### src/frwsp_pkg.sv
package frwsp_pkg;
    localparam int ADDR_W = 16;
    localparam logic [7:0] OFF_CTRL = 8'h00;
    localparam logic [7:0] OFF_STAT = 8'h04;
    localparam logic [7:0] OFF_LOCK = 8'h08;
    localparam logic [7:0] OFF_ZPTR = 8'h0c;
    localparam logic [7:0] OFF_IRQ_STAT = 8'h10;
    localparam logic [7:0] OFF_IRQ_EN = 8'h14;
    localparam logic [7:0] OFF_IRQ_CLR = 8'h18;
    // ctrl bits
    localparam int CTRL_BUSY_CLR = 0;
    localparam int CTRL_CHIP_ERASE = 1;
    // irq bits
    localparam int IRQ_DONE = 0;
    localparam int IRQ_REFUSED = 1;
    localparam int IRQ_W = 2;
    localparam logic [3:0] LOCK_RST = 4'hf;
    localparam logic [15:0] ZPTR_RST = 16'h0000;
    // lock field decode
    localparam logic [1:0] LK_FREE = 2'b11;
    localparam logic [1:0] LK_NOSTORE = 2'b10;
    localparam logic [1:0] LK_BOTH = 2'b00;
    localparam logic [1:0] LK_NOREAD = 2'b01;
    typedef enum logic [1:0] {
        FRWSP_IDLE = 2'b00,
        FRWSP_RUN = 2'b01,
        FRWSP_DONE = 2'b11
    } frwsp_state_t;
endpackage

### src/frwsp_ctrl.sv
// The implementer's own choices: the Wishbone interface to the registers and the address map.
`timescale 1ns/1ps
module frwsp_ctrl #(
    parameter logic [15:0] STALL_START = 16'he000,
    parameter int OP_CYCLES = 200
) (
    input wire logic clk_i,
    input wire logic rst_i,
    input wire logic [7:0] wb_adr_i,
    input wire logic [31:0] wb_dat_i,
    output logic [31:0] wb_dat_o,
    input wire logic wb_we_i,
    input wire logic [3:0] wb_sel_i,
    input wire logic wb_cyc_i,
    input wire logic wb_stb_i,
    output logic wb_ack_o,
    input wire logic [15:0] boot_size_fuses_i,
    input wire logic store_req_i,
    input wire logic [15:0] fetch_pc_i,
    output logic core_halt_o,
    output logic concurrent_region_busy_flag_o,
    output logic read_block_o,
    output logic flash_op_o,
    output logic [15:0] flash_adr_o,
    output logic irq_o
);
    // ------------------------------------------------------------
    // decode
    // ------------------------------------------------------------
    function automatic logic in_boot(input logic [15:0] a, input logic [15:0] bnd);
        in_boot = (a >= bnd);
    endfunction

    logic [15:0] boot_start;
    logic wr_stb, rd_stb;
    logic [3:0] lock_reg;
    logic [15:0] zptr_reg;
    logic [frwsp_pkg::IRQ_W-1:0] irq_stat_reg, irq_en_reg;
    frwsp_pkg::frwsp_state_t state_reg;
    logic [15:0] cnt_reg;
    logic tgt_stall_reg;
    logic from_boot, tgt_boot, store_ok, start, done;

    // boot start never below the stalled region start
    assign boot_start = (boot_size_fuses_i < STALL_START) ? STALL_START
                        : boot_size_fuses_i;
    assign wr_stb = wb_cyc_i && wb_stb_i && wb_we_i && !wb_ack_o && wb_sel_i[0];
    assign rd_stb = wb_cyc_i && wb_stb_i && !wb_we_i && !wb_ack_o;
    assign from_boot = in_boot(fetch_pc_i, boot_start);
    assign tgt_boot = in_boot(zptr_reg, boot_start);
    // app uses lock set 0 (low bits), boot set 1 (high bits)
    always_comb begin
        logic [1:0] lk;
        lk = tgt_boot ? lock_reg[3:2] : lock_reg[1:0];
        store_ok = (lk == frwsp_pkg::LK_FREE) || (lk == frwsp_pkg::LK_NOREAD);
    end
    assign start = store_req_i && (state_reg == frwsp_pkg::FRWSP_IDLE)
                   && from_boot && store_ok;
    assign done = (state_reg == frwsp_pkg::FRWSP_RUN) && (cnt_reg == 16'h0000);

    // ------------------------------------------------------------
    // sequencer
    // ------------------------------------------------------------
    always_ff @(posedge clk_i) begin
        if (rst_i) begin
            state_reg <= frwsp_pkg::FRWSP_IDLE;
            cnt_reg <= 16'h0000;
            tgt_stall_reg <= 1'b0;
            flash_adr_o <= 16'h0000;
        end else begin
            case (state_reg)
                frwsp_pkg::FRWSP_IDLE: begin
                    if (start) begin
                        state_reg <= frwsp_pkg::FRWSP_RUN;
                        cnt_reg <= 16'(OP_CYCLES - 1);
                        tgt_stall_reg <= (zptr_reg >= STALL_START);
                        flash_adr_o <= zptr_reg;
                    end
                end
                frwsp_pkg::FRWSP_RUN: begin
                    if (done) begin
                        state_reg <= frwsp_pkg::FRWSP_DONE;
                    end else begin
                        cnt_reg <= cnt_reg - 16'h0001;
                    end
                end
                frwsp_pkg::FRWSP_DONE: state_reg <= frwsp_pkg::FRWSP_IDLE;
                default: state_reg <= frwsp_pkg::FRWSP_IDLE;
            endcase
        end
    end

    // halt releases with the operation end, core continues after store
    always_ff @(posedge clk_i) begin
        if (rst_i) begin
            core_halt_o <= 1'b0;
            flash_op_o <= 1'b0;
        end else begin
            flash_op_o <= (state_reg == frwsp_pkg::FRWSP_RUN) && !done;
            if (start && (zptr_reg >= STALL_START)) begin
                core_halt_o <= 1'b1;
            end else if (done) begin
                core_halt_o <= 1'b0;
            end
        end
    end

    // ------------------------------------------------------------
    // busy flag and read block
    // ------------------------------------------------------------
    always_ff @(posedge clk_i) begin
        if (rst_i) begin
            concurrent_region_busy_flag_o <= 1'b0;
            read_block_o <= 1'b0;
        end else begin
            // set wins over clear
            if (start && (zptr_reg < STALL_START)) begin
                concurrent_region_busy_flag_o <= 1'b1;
            end else if (wr_stb && wb_adr_i == frwsp_pkg::OFF_CTRL
                         && wb_dat_i[frwsp_pkg::CTRL_BUSY_CLR]
                         && state_reg == frwsp_pkg::FRWSP_IDLE) begin
                concurrent_region_busy_flag_o <= 1'b0;
            end
            read_block_o <= concurrent_region_busy_flag_o
                            || (start && (zptr_reg < STALL_START));
        end
    end

    // ------------------------------------------------------------
    // registers
    // ------------------------------------------------------------
    always_ff @(posedge clk_i) begin
        if (rst_i) begin
            lock_reg <= frwsp_pkg::LOCK_RST;
            zptr_reg <= frwsp_pkg::ZPTR_RST;
            irq_en_reg <= '0;
        end else if (wr_stb) begin
            case (wb_adr_i)
                frwsp_pkg::OFF_LOCK: lock_reg <= lock_reg & wb_dat_i[3:0];
                frwsp_pkg::OFF_ZPTR: if (state_reg == frwsp_pkg::FRWSP_IDLE) begin
                    zptr_reg <= wb_dat_i[15:0];
                end
                frwsp_pkg::OFF_IRQ_EN: irq_en_reg <= wb_dat_i[frwsp_pkg::IRQ_W-1:0];
                frwsp_pkg::OFF_CTRL: if (wb_dat_i[frwsp_pkg::CTRL_CHIP_ERASE]) begin
                    lock_reg <= frwsp_pkg::LOCK_RST;
                end
                default: ;
            endcase
        end
    end

    always_ff @(posedge clk_i) begin
        if (rst_i) begin
            irq_stat_reg <= '0;
        end else begin
            for (int i = 0; i < frwsp_pkg::IRQ_W; i++) begin
                logic set;
                set = (i == frwsp_pkg::IRQ_DONE) ? done
                      : (store_req_i && (state_reg == frwsp_pkg::FRWSP_IDLE) && !start);
                if (set) begin
                    irq_stat_reg[i] <= 1'b1;
                end else if (wr_stb && wb_adr_i == frwsp_pkg::OFF_IRQ_CLR && wb_dat_i[i]) begin
                    irq_stat_reg[i] <= 1'b0;
                end
            end
        end
    end

    always_ff @(posedge clk_i) begin
        if (rst_i) begin
            irq_o <= 1'b0;
        end else begin
            irq_o <= |(irq_stat_reg & irq_en_reg);
        end
    end

    always_ff @(posedge clk_i) begin
        if (rst_i) begin
            wb_ack_o <= 1'b0;
            wb_dat_o <= 32'h0000_0000;
        end else begin
            wb_ack_o <= wb_cyc_i && wb_stb_i && !wb_ack_o;
            wb_dat_o <= 32'h0000_0000;
            if (rd_stb) begin
                case (wb_adr_i)
                    frwsp_pkg::OFF_STAT: wb_dat_o <= {29'h0, core_halt_o, flash_op_o,
                                                      concurrent_region_busy_flag_o};
                    frwsp_pkg::OFF_LOCK: wb_dat_o <= {28'h0, lock_reg};
                    frwsp_pkg::OFF_ZPTR: wb_dat_o <= {16'h0, zptr_reg};
                    frwsp_pkg::OFF_IRQ_STAT: wb_dat_o <= {30'h0, irq_stat_reg};
                    frwsp_pkg::OFF_IRQ_EN: wb_dat_o <= {30'h0, irq_en_reg};
                    default: wb_dat_o <= 32'h0000_0000;
                endcase
            end
        end
    end
endmodule

### config.mk
export PLATFORM = sky130hd
export DESIGN_NAME = frwsp_ctrl
export DESIGN_NICKNAME = d
export VERILOG_FILES = /design/src/frwsp_pkg.sv /design/src/frwsp_ctrl.sv
export SDC_FILE = /design/constraint.sdc
export NUM_CORES = 1
export LEC_CHECK = 0
export ABC_AREA = 1
export BUFFER_PORTS_ARGS = -buffer_cell sky130_fd_sc_hd__buf_2
export CORE_ASPECT_RATIO = 0.9
export CORE_UTILIZATION = 25
export CTS_CLUSTER_DIAMETER = 120
export DETAILED_ROUTE_END_ITERATION = 8
export PLACE_DENSITY = 0.55
export SLEW_MARGIN = 20
export SYNTH_ARGS = -nofsm -noshare
export SYNTH_HDL_FRONTEND = slang
export SYNTH_SLANG_ARGS = --single-unit
### constraint.sdc
create_clock -name clk_i -period 2.42 [get_ports clk_i]
set_clock_uncertainty 0.05 [all_clocks]
set_input_delay 0.363 -clock clk_i [delete_from_list [all_inputs] [get_ports clk_i]]
set_output_delay 0.363 -clock clk_i [all_outputs]
set_load 0.01 [all_outputs]
# ---- Word-level counts from Yosys, hierarchy flattened
# Index checks and enable logic that the tools add are counted.
dict set report op_classes {
  add_sub_neg 1
  n_bitwise 3
  eq_ne 13
  mux 19
  magnitude_cmp 5
  reduce_logical 44
}
# operator count
set ops {}
lappend ops {{16-bit case mux with 5 select lines} 1}
lappend ops {{16-bit two-way mux} 3}
lappend ops {{16-bit >= comparator} 2}
lappend ops {{16-bit < comparator, second input constant} 2}
lappend ops {{16-bit case mux with 2 select lines} 1}
lappend ops {{8-bit by 5-bit equality test with 1-bit output, second input constant} 3}
lappend ops {{1-bit logical AND} 21}
lappend ops {{8-bit by 4-bit equality test with 1-bit output, second input constant} 2}
lappend ops {{16-bit >= comparator, second input constant} 1}
lappend ops {{16-bit logical NOT} 1}
lappend ops {{16-bit by 1-bit subtractor with 16-bit output, second input constant} 1}
lappend ops {{2-bit nonzero test} 6}
lappend ops {{3-bit AND reduction} 3}
lappend ops {{8-bit by 3-bit equality test with 1-bit output, second input constant} 1}
lappend ops {{8-bit logical NOT} 1}
lappend ops {{1-bit two-way mux} 8}
lappend ops {{2-bit != test, second input constant} 4}
lappend ops {{4-bit case mux with 2 select lines} 1}
lappend ops {{2-bit two-way mux} 3}
lappend ops {{2-bit AND reduction} 3}
lappend ops {{4-bit AND} 1}
lappend ops {{2-bit by 1-bit equality test with 1-bit output, second input constant} 2}
lappend ops {{1-bit logical NOT} 4}
lappend ops {{4-bit two-way mux} 1}
lappend ops {{other kinds (7)} 9}
dict set report word_totals {
  output_inout_bits 54
  ff_bits 96
  word_cells 100
  inputBits 82
}

# ---- Logic depth before layout (Yosys ltp)
# Gate-level depths: netlist of the first run.
dict set report depth {
  word_depth 10
  depth_mapped 20
  depth_no_buf 19
}

# ---- Least setup slack after synthesis of the first run
# Ideal clock, no wire load.
dict set report synth_path {
  path_kind {input -> register}
  from {input port boot_size_fuses_i[15]}
  to {register cnt_reg[7]}
  path_stages 16
  setup_ps 112
  arrival_ps 2292
  required_time_ps 2258
  n_path_buf 2
  setup_slack_ps -34
  path_cell_list {nand3_1 inv_1 clkbuf_1 nand2_1 ha_1 a21oi_1 o21ai_0 a21oi_1 nand2_1 nand2_1 nand2_2 nor2_8 nor2_8 buf_12 nor2_2 nor2_2}
}
dict set report synth_between {
  elab_chain_len 9
  elab_cells_between_ends 12
  classes_between {order compare: 3; eq/ne: 3; mux: 2; reduce/logical: 4}
}
# item line
set synth_rtl {}
lappend synth_rtl {{start: declaration} frwsp_ctrl.sv:17} ;# input wire logic [15:0] boot_size_fuses_i,
lappend synth_rtl {{16-bit < comparator} frwsp_ctrl.sv:45} ;# assign boot_start = (boot_size_fuses_i < STALL_START) ? STALL_START
lappend synth_rtl {{16-bit two-way mux *} frwsp_ctrl.sv:45}
lappend synth_rtl {{16-bit >= comparator} frwsp_ctrl.sv:31} ;# in_boot = (a >= bnd);
lappend synth_rtl {{2-bit two-way mux} frwsp_ctrl.sv:54} ;# lk = tgt_boot ? lock_reg[3:2] : lock_reg[1:0];
lappend synth_rtl {{2-bit equality test or 2-bit by 1-bit equality test with 1-bit output (tied branches)} frwsp_ctrl.sv:55} ;# store_ok = (lk == frwsp_pkg::LK_FREE) || (lk == frwsp_pkg::LK_NOREAD);
lappend synth_rtl {{1-bit logical OR} frwsp_ctrl.sv:55}
lappend synth_rtl {{1-bit logical AND *} frwsp_ctrl.sv:58} ;# && from_boot && store_ok;
lappend synth_rtl {{2-bit != test (no line) *} -}
lappend synth_rtl {{3-bit AND reduction (no line) *} -}
lappend synth_rtl {{end signal: assignment} frwsp_ctrl.sv:75} ;# cnt_reg <= 16'(OP_CYCLES - 1);
lappend synth_rtl {{end signal: assignment} frwsp_ctrl.sv:84} ;# cnt_reg <= cnt_reg - 16'h0001;
lappend synth_rtl {{end: declaration} frwsp_ctrl.sv:40} ;# logic [15:0] cnt_reg;
# Every way passes the cells marked *; elsewhere a longest branch is shown, timed or not.
# A chain may end at the register's enable or synchronous reset.

# ---- Worst setup path after layout of the first run
dict set report layout_path {
  from {register zptr_reg[11]}
  to {register cnt_reg[11]}
}
dict set report layout_between {
  elab_chain_len 7
  elab_cells_between_ends 8
  classes_between {order compare: 1; eq/ne: 3; mux: 1; reduce/logical: 3}
}
# item line
set layout_rtl {}
lappend layout_rtl {{start: declaration} frwsp_ctrl.sv:37} ;# logic [15:0] zptr_reg;
lappend layout_rtl {{start signal: assignment} frwsp_ctrl.sv:135} ;# zptr_reg <= frwsp_pkg::ZPTR_RST;
lappend layout_rtl {{start signal: assignment} frwsp_ctrl.sv:141} ;# zptr_reg <= wb_dat_i[15:0];
lappend layout_rtl {{16-bit >= comparator *} frwsp_ctrl.sv:31}
lappend layout_rtl {{2-bit two-way mux *} frwsp_ctrl.sv:54}
lappend layout_rtl {{2-bit equality test or 2-bit by 1-bit equality test with 1-bit output (tied branches)} frwsp_ctrl.sv:55}
lappend layout_rtl {{1-bit logical OR *} frwsp_ctrl.sv:55}
lappend layout_rtl {{1-bit logical AND *} frwsp_ctrl.sv:58}
lappend layout_rtl {{2-bit != test (no line) *} -}
lappend layout_rtl {{3-bit AND reduction (no line) *} -}
# Marked as above.

==> results of run 1 <==
-- final cells by class --
class,count,area [µm²]
fillers,1980,11930
multi-input cells,463,2525
flip-flops and latches,80,1602
repair buffers,122,715.7
well taps,240,300.3
inverters,65,246.5
clock buffers,9,225.2
clock inverters,7,72.57
-- power by group through the flow --
stage	logic (W)	clock network, W	registers, W
after detailed placement	0.000774	0	0.00148
final	0.000788	0.00136	0.00146
after CTS	0.000778	0.00141	0.00145
after global placement	0.000770	0	0.00148
after global routing	0.000900	0.00146	0.00147
after floorplan	0.000566	0	0.00149
-- layer usage --
layer	up-vias	GRT usage, %
met1	1905	18.70
met5	-	0
met4	0	3.880
met3	14	3.215
met2	105	23.10
li1	2225	-
-- cell usage in the layout, fill, tap and decap left out, types with 2 or more instances in the layout --
cell                          n
sky130_fd_sc_hd__nor4_1      16
sky130_fd_sc_hd__conb_1      21
sky130_fd_sc_hd__inv_1       59
sky130_fd_sc_hd__nor3_2       2
sky130_fd_sc_hd__o21ai_0     42
sky130_fd_sc_hd__ha_4         2
sky130_fd_sc_hd__buf_2      100
sky130_fd_sc_hd__dfxtp_1     80
sky130_fd_sc_hd__xor2_1       8
sky130_fd_sc_hd__a221oi_1     2
sky130_fd_sc_hd__clkbuf_16   10
sky130_fd_sc_hd__inv_6        3
sky130_fd_sc_hd__nor2_8       2
sky130_fd_sc_hd__nor2_4       4
sky130_fd_sc_hd__nor2_1     110
sky130_fd_sc_hd__nand3_1     35
sky130_fd_sc_hd__nand4_1      7
sky130_fd_sc_hd__nand2_2      4
sky130_fd_sc_hd__ha_1        30
sky130_fd_sc_hd__buf_4       18
sky130_fd_sc_hd__inv_2        5
sky130_fd_sc_hd__nand3_2      2
sky130_fd_sc_hd__o21ai_1      6
sky130_fd_sc_hd__nor3_1      10
sky130_fd_sc_hd__nand2_1    104
sky130_fd_sc_hd__a21oi_1     21
sky130_fd_sc_hd__inv_8        2
sky130_fd_sc_hd__buf_12       2
sky130_fd_sc_hd__nor2_2      20
sky130_fd_sc_hd__a211oi_1     2
sky130_fd_sc_hd__o21bai_1     3
-- what timing repair did --
action / in CTS / in global routing
resized for setup: 0 / 10
setup endpoints to repair: 0 / 35
hold endpoints to repair: 0 / 0
-- how the worst min path moves through the flow --
stage	from	end	slack, ps	cells past startpoint
floorplan	lock_reg[1]$_SDFFE_PP1P_	lock_reg[1]$_SDFFE_PP1P_	390	2
global placement	lock_reg[0]$_SDFFE_PP1P_	lock_reg[0]$_SDFFE_PP1P_	400	2
detailed placement	lock_reg[1]$_SDFFE_PP1P_	lock_reg[1]$_SDFFE_PP1P_	410	2
CTS	wb_dat_i[6]	zptr_reg[6]$_SDFFE_PP0P_	180	3
global route	wb_dat_i[6]	zptr_reg[6]$_SDFFE_PP0P_	190	3
finish	wb_dat_i[13]	zptr_reg[13]$_SDFFE_PP0P_	190	3
-- per-stage QoR --
step | instances | power, W | util, % | worst slack, ps | instance area [µm²]
2_1_floorplan | 645 | 0.002053 | - | 81.24 | 4567
3_3_place_gp | 969 | 0.002255 | 30.16 | -199.9 | 5313
3_5_place_dp | 969 | 0.002258 | 30.16 | -232.2 | 5313
4_1_cts | 985 | 0.003642 | 31.86 | 124.1 | 5610
5_1_grt | 986 | 0.003829 | 32.29 | 16.69 | 5687
6_report | 986 | 0.003605 | 32.29 | 193.4 | 5687
-- worst max-delay path, delay by kind of cell (launching register included) --
family / cells / cell delay [ps]
AOI/OAI and AO/OA: 3 / 530
adders and majority gates: 1 / 340
buffers and inverters: 1 / 150
DFF: 1 / 350
and+or+nand+nor: 7 / 670
-- logic make-up (layout without fill, tap and decap cells) --
| family | count (synthesis) | in the layout |
|---|---|---|
| xor gates and xnor gates | 8 | 8 |
| other | 1 | 21 |
| DFF | 80 | 80 |
| AOI/OAI and AO/OA | 82 | 82 |
| and+or+nand+nor | 320 | 320 |
| buffers and inverters | 102 | 203 |
| adders and majority gates | 32 | 32 |
==> impl_metrics.json, run 1 <==
{
  "power.combinational.fraction_pct": 21.9,
  "worstPathMaxFanout": 13,
  "die_y_um": 129.1,
  "std_cell_rows": 46,
  "status": "finished clean",
  "power_frac_clock_pct": 37.7,
  "grt_remaining_overflow": 0,
  "synthMuxAreaShare_pct": 0,
  "first_global_vias": 4015,
  "die_width_um": 143.3,
  "timing.rr.start": "zptr_reg[11]$_SDFFE_PP0P_",
  "report.final.setup_viol": 0,
  "reg2reg_to": "cnt_reg[11]$_SDFFE_PP0P_",
  "internal-power_w": 0.002435,
  "synthMostInstantiatedCell": "sky130_fd_sc_hd__nor2_1",
  "place.port_buffers": 100,
  "yosys.area_share.xor_xnor_pct": 1.560,
  "power.switching_fraction_pct": 32.45,
  "detailroute.wirelength.met3_um": 610,
  "die_area_um2": 18500,
  "path_cells": "ha_1 > a21oi_1 > o21ai_0 > a21oi_1 > nand2_1 > nand2_2 > nand2_4 > nor2_8 > nor2_8 > buf_12 > nor2_1 > nor2_1",
  "postSynthCellCount": 625,
  "route.antenna.remaining_nets": 0,
  "synth.cells.most_frequent": "110 x sky130_fd_sc_hd__nor2_1, 105 x sky130_fd_sc_hd__nand2_1, 80 x sky130_fd_sc_hd__dfxtp_1",
  "wl_met1_um": 6239,
  "cts_tree": "built",
  "synth.yosys.seq_area_share_pct": 35.66,
  "end_kind": "flop",
  "cts_buffers": 9,
  "cp.arrival_ps": 2420,
  "antenna_found_initial": 0,
  "synth_top_cells_by_area": "sky130_fd_sc_hd__dfxtp_1 36%, sky130_fd_sc_hd__nor2_1 9.2%, sky130_fd_sc_hd__ha_1 8.9%",
  "grt_util_all_layers_pct": 14.14,
  "share_seq_of_total_power_pct": 40.4,
  "setup-tns-final_ps": 0,
  "postCtsSetupBuffers": 0,
  "grt_max_degree": 28,
  "slowest_delay_ps": 350,
  "vias_per_cell": 4.309,
  "num_antenna_cells": 0,
  "met2_wirelength_um": 5466,
  "maxcap_viol_count": 0,
  "post-route-min-period_ps": 2227,
  "synthesized_area_per_cell_um2": 7.185,
  "initial_utilization_pct": 25.50,
  "ys_types": 38,
  "worst_ir_drop_vdd_mv": 0.3622,
  "synth-seq-cells": 80,
  "synth_fa_ha_area_share_pct": 8.916,
  "yosysWarningCount": 0,
  "synth_edf_count": 0,
  "cts.hold.buffers_added": 0,
  "crit_required_ps": 2620,
  "final_min_period_over_clock_period_pct": 92.01,
  "synth_top_area_share_pct": 35.66,
  "post_synth_instance_area_um2": 4491,
  "power.switching_w": 0.001170,
  "timing.setup.critical_path_class": "flop to flop",
  "fin_hold_ws_ps": 191.5,
  "unrepaired_setup_endpoints_after_global_routing": "false",
  "gp_congestion": 0.7907,
  "ios": 136,
  "maximum_frequency_from_static_timing_analysis_mhz": 449.1,
  "setup.worst_path.start_class": "flop",
  "detail_route.iter0.violations": 213,
  "slew_headroom_pct": 61.41,
  "worst_setup_hold_path_clk_slew_ps": 70,
  "routed-via-count": 4249,
  "final_layout_size_suffix_gt1_share_pct": 24.66,
  "cts.sinks": 80,
  "ctsRootBufferMaster": "sky130_fd_sc_hd__clkbuf_16",
  "synth_compound_area_share_pct": 10.09,
  "synth-simple-area-share_pct": 32.99,
  "ys.flop_type": "sky130_fd_sc_hd__dfxtp_1",
  "report.final.hold_viol_count": 0,
  "dominant_combinational_cell_family_by_area_after_synthesis": "simple AND/OR/NAND/NOR gates",
  "power.density_nw_per_um2": 633.9,
  "setup_slack_of_the_worst_register_to_register_path_ps": 190,
  "finalMaxSlewViolations": 0,
  "num-nets-final": 855,
  "uppermost_signal_routing_layer_after_detailed_routing": "met4",
  "wl_per_cell_um": 12.67,
  "worstHoldPathType": "primary input to flop",
  "total_wirelength_of_the_detailed_routed_design_um": 12490,
  "ff2ff_path_depth": 12,
  "clockBufferDepth": 2,
  "tightest_slew_ps": 573.6,
  "dp.final_hpwl_um": 9251,
  "area_growth_pct": 26.64,
  "synth-async-reset-ratio_pct": 0,
  "clock_latency_ps": 350,
  "cp_slowest_cell": "sky130_fd_sc_hd__dfxtp_1",
  "worst_setup_path_endpoint": "cnt_reg[11]$_SDFFE_PP0P_",
  "total_leakage_power_nw": 2.758,
  "cell_type_with_the_largest_total_area_after_synthesis": "sky130_fd_sc_hd__dfxtp_1",
  "grt_pass1_wl_um": 20100,
  "cts_htree_levels": 3,
  "drc_errors": 0,
  "cp_launch_point": "zptr_reg[11]$_SDFFE_PP0P_",
  "design.core.area_um2": 17610,
  "drt_first_pass_iters": 7
}
(Power assumes the default switching activity.)
==> run 2, diff against run 1 <==
--- a/config.mk
+++ b/config.mk
@@ -11,7 +11,7 @@
 export CORE_UTILIZATION = 25
 export CTS_CLUSTER_DIAMETER = 120
 export DETAILED_ROUTE_END_ITERATION = 8
-export PLACE_DENSITY = 0.55
+export PLACE_DENSITY = 0.54
 export SLEW_MARGIN = 20
 export SYNTH_ARGS = -nofsm -noshare
 export SYNTH_HDL_FRONTEND = slang
==> constraint.sdc (replaced) <==
create_clock -name clk_i -period 2.5 [get_ports clk_i]
set_clock_uncertainty 0.05 [all_clocks]
set_input_delay 0.375 -clock clk_i [delete_from_list [all_inputs] [get_ports clk_i]]
set_output_delay 0.375 -clock clk_i [all_outputs]
set_load 0.01 [all_outputs]
==> impl_metrics.json, run 2 (synthesis results as in run 1) <==
{
  "wl_per_cell_um": 12.40,
  "ios": 136,
  "first_global_vias": 3954,
  "report.final.hold_viol_count": 0,
  "drc_errors": 1,
  "clock_latency_ps": 360,
  "hold_worst_path_end": "zptr_reg[7]$_SDFFE_PP0P_",
  "grt_remaining_overflow": 0,
  "path_cells": "buf_2 > nand3_1 > inv_1 > buf_12 > nand2_1 > ha_1 > a21oi_1 > o21ai_0 > a21oi_2 > nand2_1 > nand2_1 > nand2_2 > nor2_8 > buf_4 > nand2_1 > o21ai_0 > nand2_1 > inv_1",
  "cts_htree_levels": 3,
  "cts.hold.buffers_added": 0,
  "crit_required_ps": 2750,
  "antenna_found_initial": 0,
  "unrepaired_setup_endpoints_after_global_routing": "false",
  "cp_slowest_cell": "sky130_fd_sc_hd__ha_1",
  "timing.hold.worst.start": "wb_dat_i[7]",
  "cts_tree": "built",
  "routed-via-count": 4220,
  "worstHoldPathType": "primary input to flop",
  "drt_first_pass_iters": 6,
  "hold_path_depth": 3,
  "power.density_nw_per_um2": 616.4,
  "finalMaxSlewViolations": 0,
  "maximum_frequency_from_static_timing_analysis_mhz": 442.8,
  "grt_pass1_wl_um": 19940,
  "worst_ir_drop_vdd_mv": 0.3129,
  "ctsRootBufferMaster": "sky130_fd_sc_hd__clkbuf_16",
  "end_kind": "flop",
  "maxcap_viol_count": 0,
  "die_width_um": 143.3,
  "final_min_period_over_clock_period_pct": 90.32,
  "die_area_um2": 18500,
  "setup.worst_path.start_class": "primary input",
  "gp_congestion": 0.7918,
  "status": "finished, violations left",
  "ff2ff_path_depth": 13,
  "vias_per_cell": 4.271,
  "design.core.area_um2": 17610,
  "place_worst_setup_slack_ps": -177.4,
  "final_layout_size_suffix_gt1_share_pct": 24.47,
  "cp.arrival_ps": 2500,
  "std_cell_rows": 46,
  "reg2reg_to": "concurrent_region_busy_flag_o$_SDFFE_PP0P_",
  "slowest_delay_ps": 320,
  "fin_hold_ws_ps": 198.8,
  "setup_slack_ps": 241.9,
  "worstPathMaxFanout": 11,
  "setup_slack_of_the_worst_register_to_register_path_ps": 340,
  "tightest_slew_ps": 494.5,
  "num_antenna_cells": 0,
  "failing_checks": "DRC",
  "cts_buffers": 9,
  "crit_path_frequent_cell": "sky130_fd_sc_hd__nand2_1",
  "post-route-min-period_ps": 2258,
  "detail_route.iter0.violations": 244,
  "leading_cell_type_in_the_layout_fill_and_taps_excluded": "sky130_fd_sc_hd__nor2_1",
  "total_wirelength_of_the_detailed_routed_design_um": 12250,
  "area_growth_pct": 26.33,
  "num-nets-final": 857,
  "timing.setup.critical_path_class": "primary input to flop",
  "grt_max_degree": 51,
  "report.final.setup_viol": 0,
  "final_cell_mix": "110 x sky130_fd_sc_hd__nor2_1, 105 x sky130_fd_sc_hd__nand2_1, 100 x sky130_fd_sc_hd__buf_2, 80 x sky130_fd_sc_hd__dfxtp_1, 60 x sky130_fd_sc_hd__inv_1",
  "place.port_buffers": 100,
  "total_leakage_power_nw": 2.765,
  "timing.rr.start": "zptr_reg[11]$_SDFFE_PP0P_",
  "dp.final_hpwl_um": 9306,
  "die_y_um": 129.1,
  "initial_utilization_pct": 25.50,
  "route.antenna.remaining_nets": 0,
  "clockBufferDepth": 2,
  "slew_headroom_pct": 66.75,
  "grt_util_all_layers_pct": 14.16,
  "worst_setup_hold_path_clk_slew_ps": 70,
  "cts.sinks": 80
}
[run 2: cell count changes in the layout (fill, tap and decap cells not counted), sizes merged]
cell    delta
buf        +3
clkbuf     -1
[run 2: how the worst max path moves through the flow]
stage,from,endpoint,depth (start not counted)
after CTS,boot_size_fuses_i[15],flash_adr_o[15]$_SDFFE_PP0P_,16
after detailed placement,boot_size_fuses_i[15],flash_adr_o[7]$_SDFFE_PP0P_,16
final,boot_size_fuses_i[15],concurrent_region_busy_flag_o$_SDFFE_PP0P_,18
after global routing,boot_size_fuses_i[15],flash_adr_o[11]$_SDFFE_PP0P_,18
after global placement,boot_size_fuses_i[15],flash_adr_o[8]$_SDFFE_PP0P_,16
after floorplan,boot_size_fuses_i[15],cnt_reg[7]$_SDFFE_PP0P_,16
[run 2: final cells by class]
type / count / area, µm²
clock inverter: 7 / 72.57
tap: 240 / 300.3
multi-input combinational: 463 / 2504
timing repair buffer: 124 / 725.7
fill: 1935 / 11940
inverter: 65 / 244.0
clock buffer: 9 / 225.2
sequential: 80 / 1602
[run 2: timing repair]
| action | 4_1_cts | 5_1_grt |
|---|---|---|
| setup endpoints to repair | 0 | 10 |
| setup buffers | 0 | 1 |
| gates resized for setup | 0 | 5 |
[run 2: metal layers]
metal	GRT usage [%]	wire, µm	vias to the layer above	part of all wire, %
li1	-	-	2231	-
met1	18.95	5957	1863	49
met2	22.35	5290	114	43
met3	2.919	824	12	6.7
met4	5.444	178	0	1.5
met5	0	0	-	0
[run 2: critical path, delay by kind of cell]
kind / cells / cell delay [ps]
AOI/OAI and AO/OA: 4 / 560
adders and majority gates: 1 / 320
buffers and inverters: 5 / 490
and+or+nand+nor: 8 / 740
[run 2: report_power, final]
group,internal (W),switching [W]
registers,0.00135,0.0000571
clock network,0.000706,0.000619
logic,0.000302,0.000462
total,0.00236,0.00114
[run 2: per-stage QoR]
stage | util (%) | power, W | instances | setup TNS, ps | cell area, µm²
2_1_floorplan | - | 0.001987 | 645 | 0 | 4566
3_3_place_gp | 30.32 | 0.002193 | 971 | -3651 | 5340
5_1_grt | 32.21 | 0.003711 | 988 | 0 | 5673
4_1_cts | 32.01 | 0.003536 | 987 | 0 | 5638
6_report | 32.21 | 0.003497 | 988 | 0 | 5673
3_5_place_dp | 30.32 | 0.002198 | 971 | -4422 | 5340
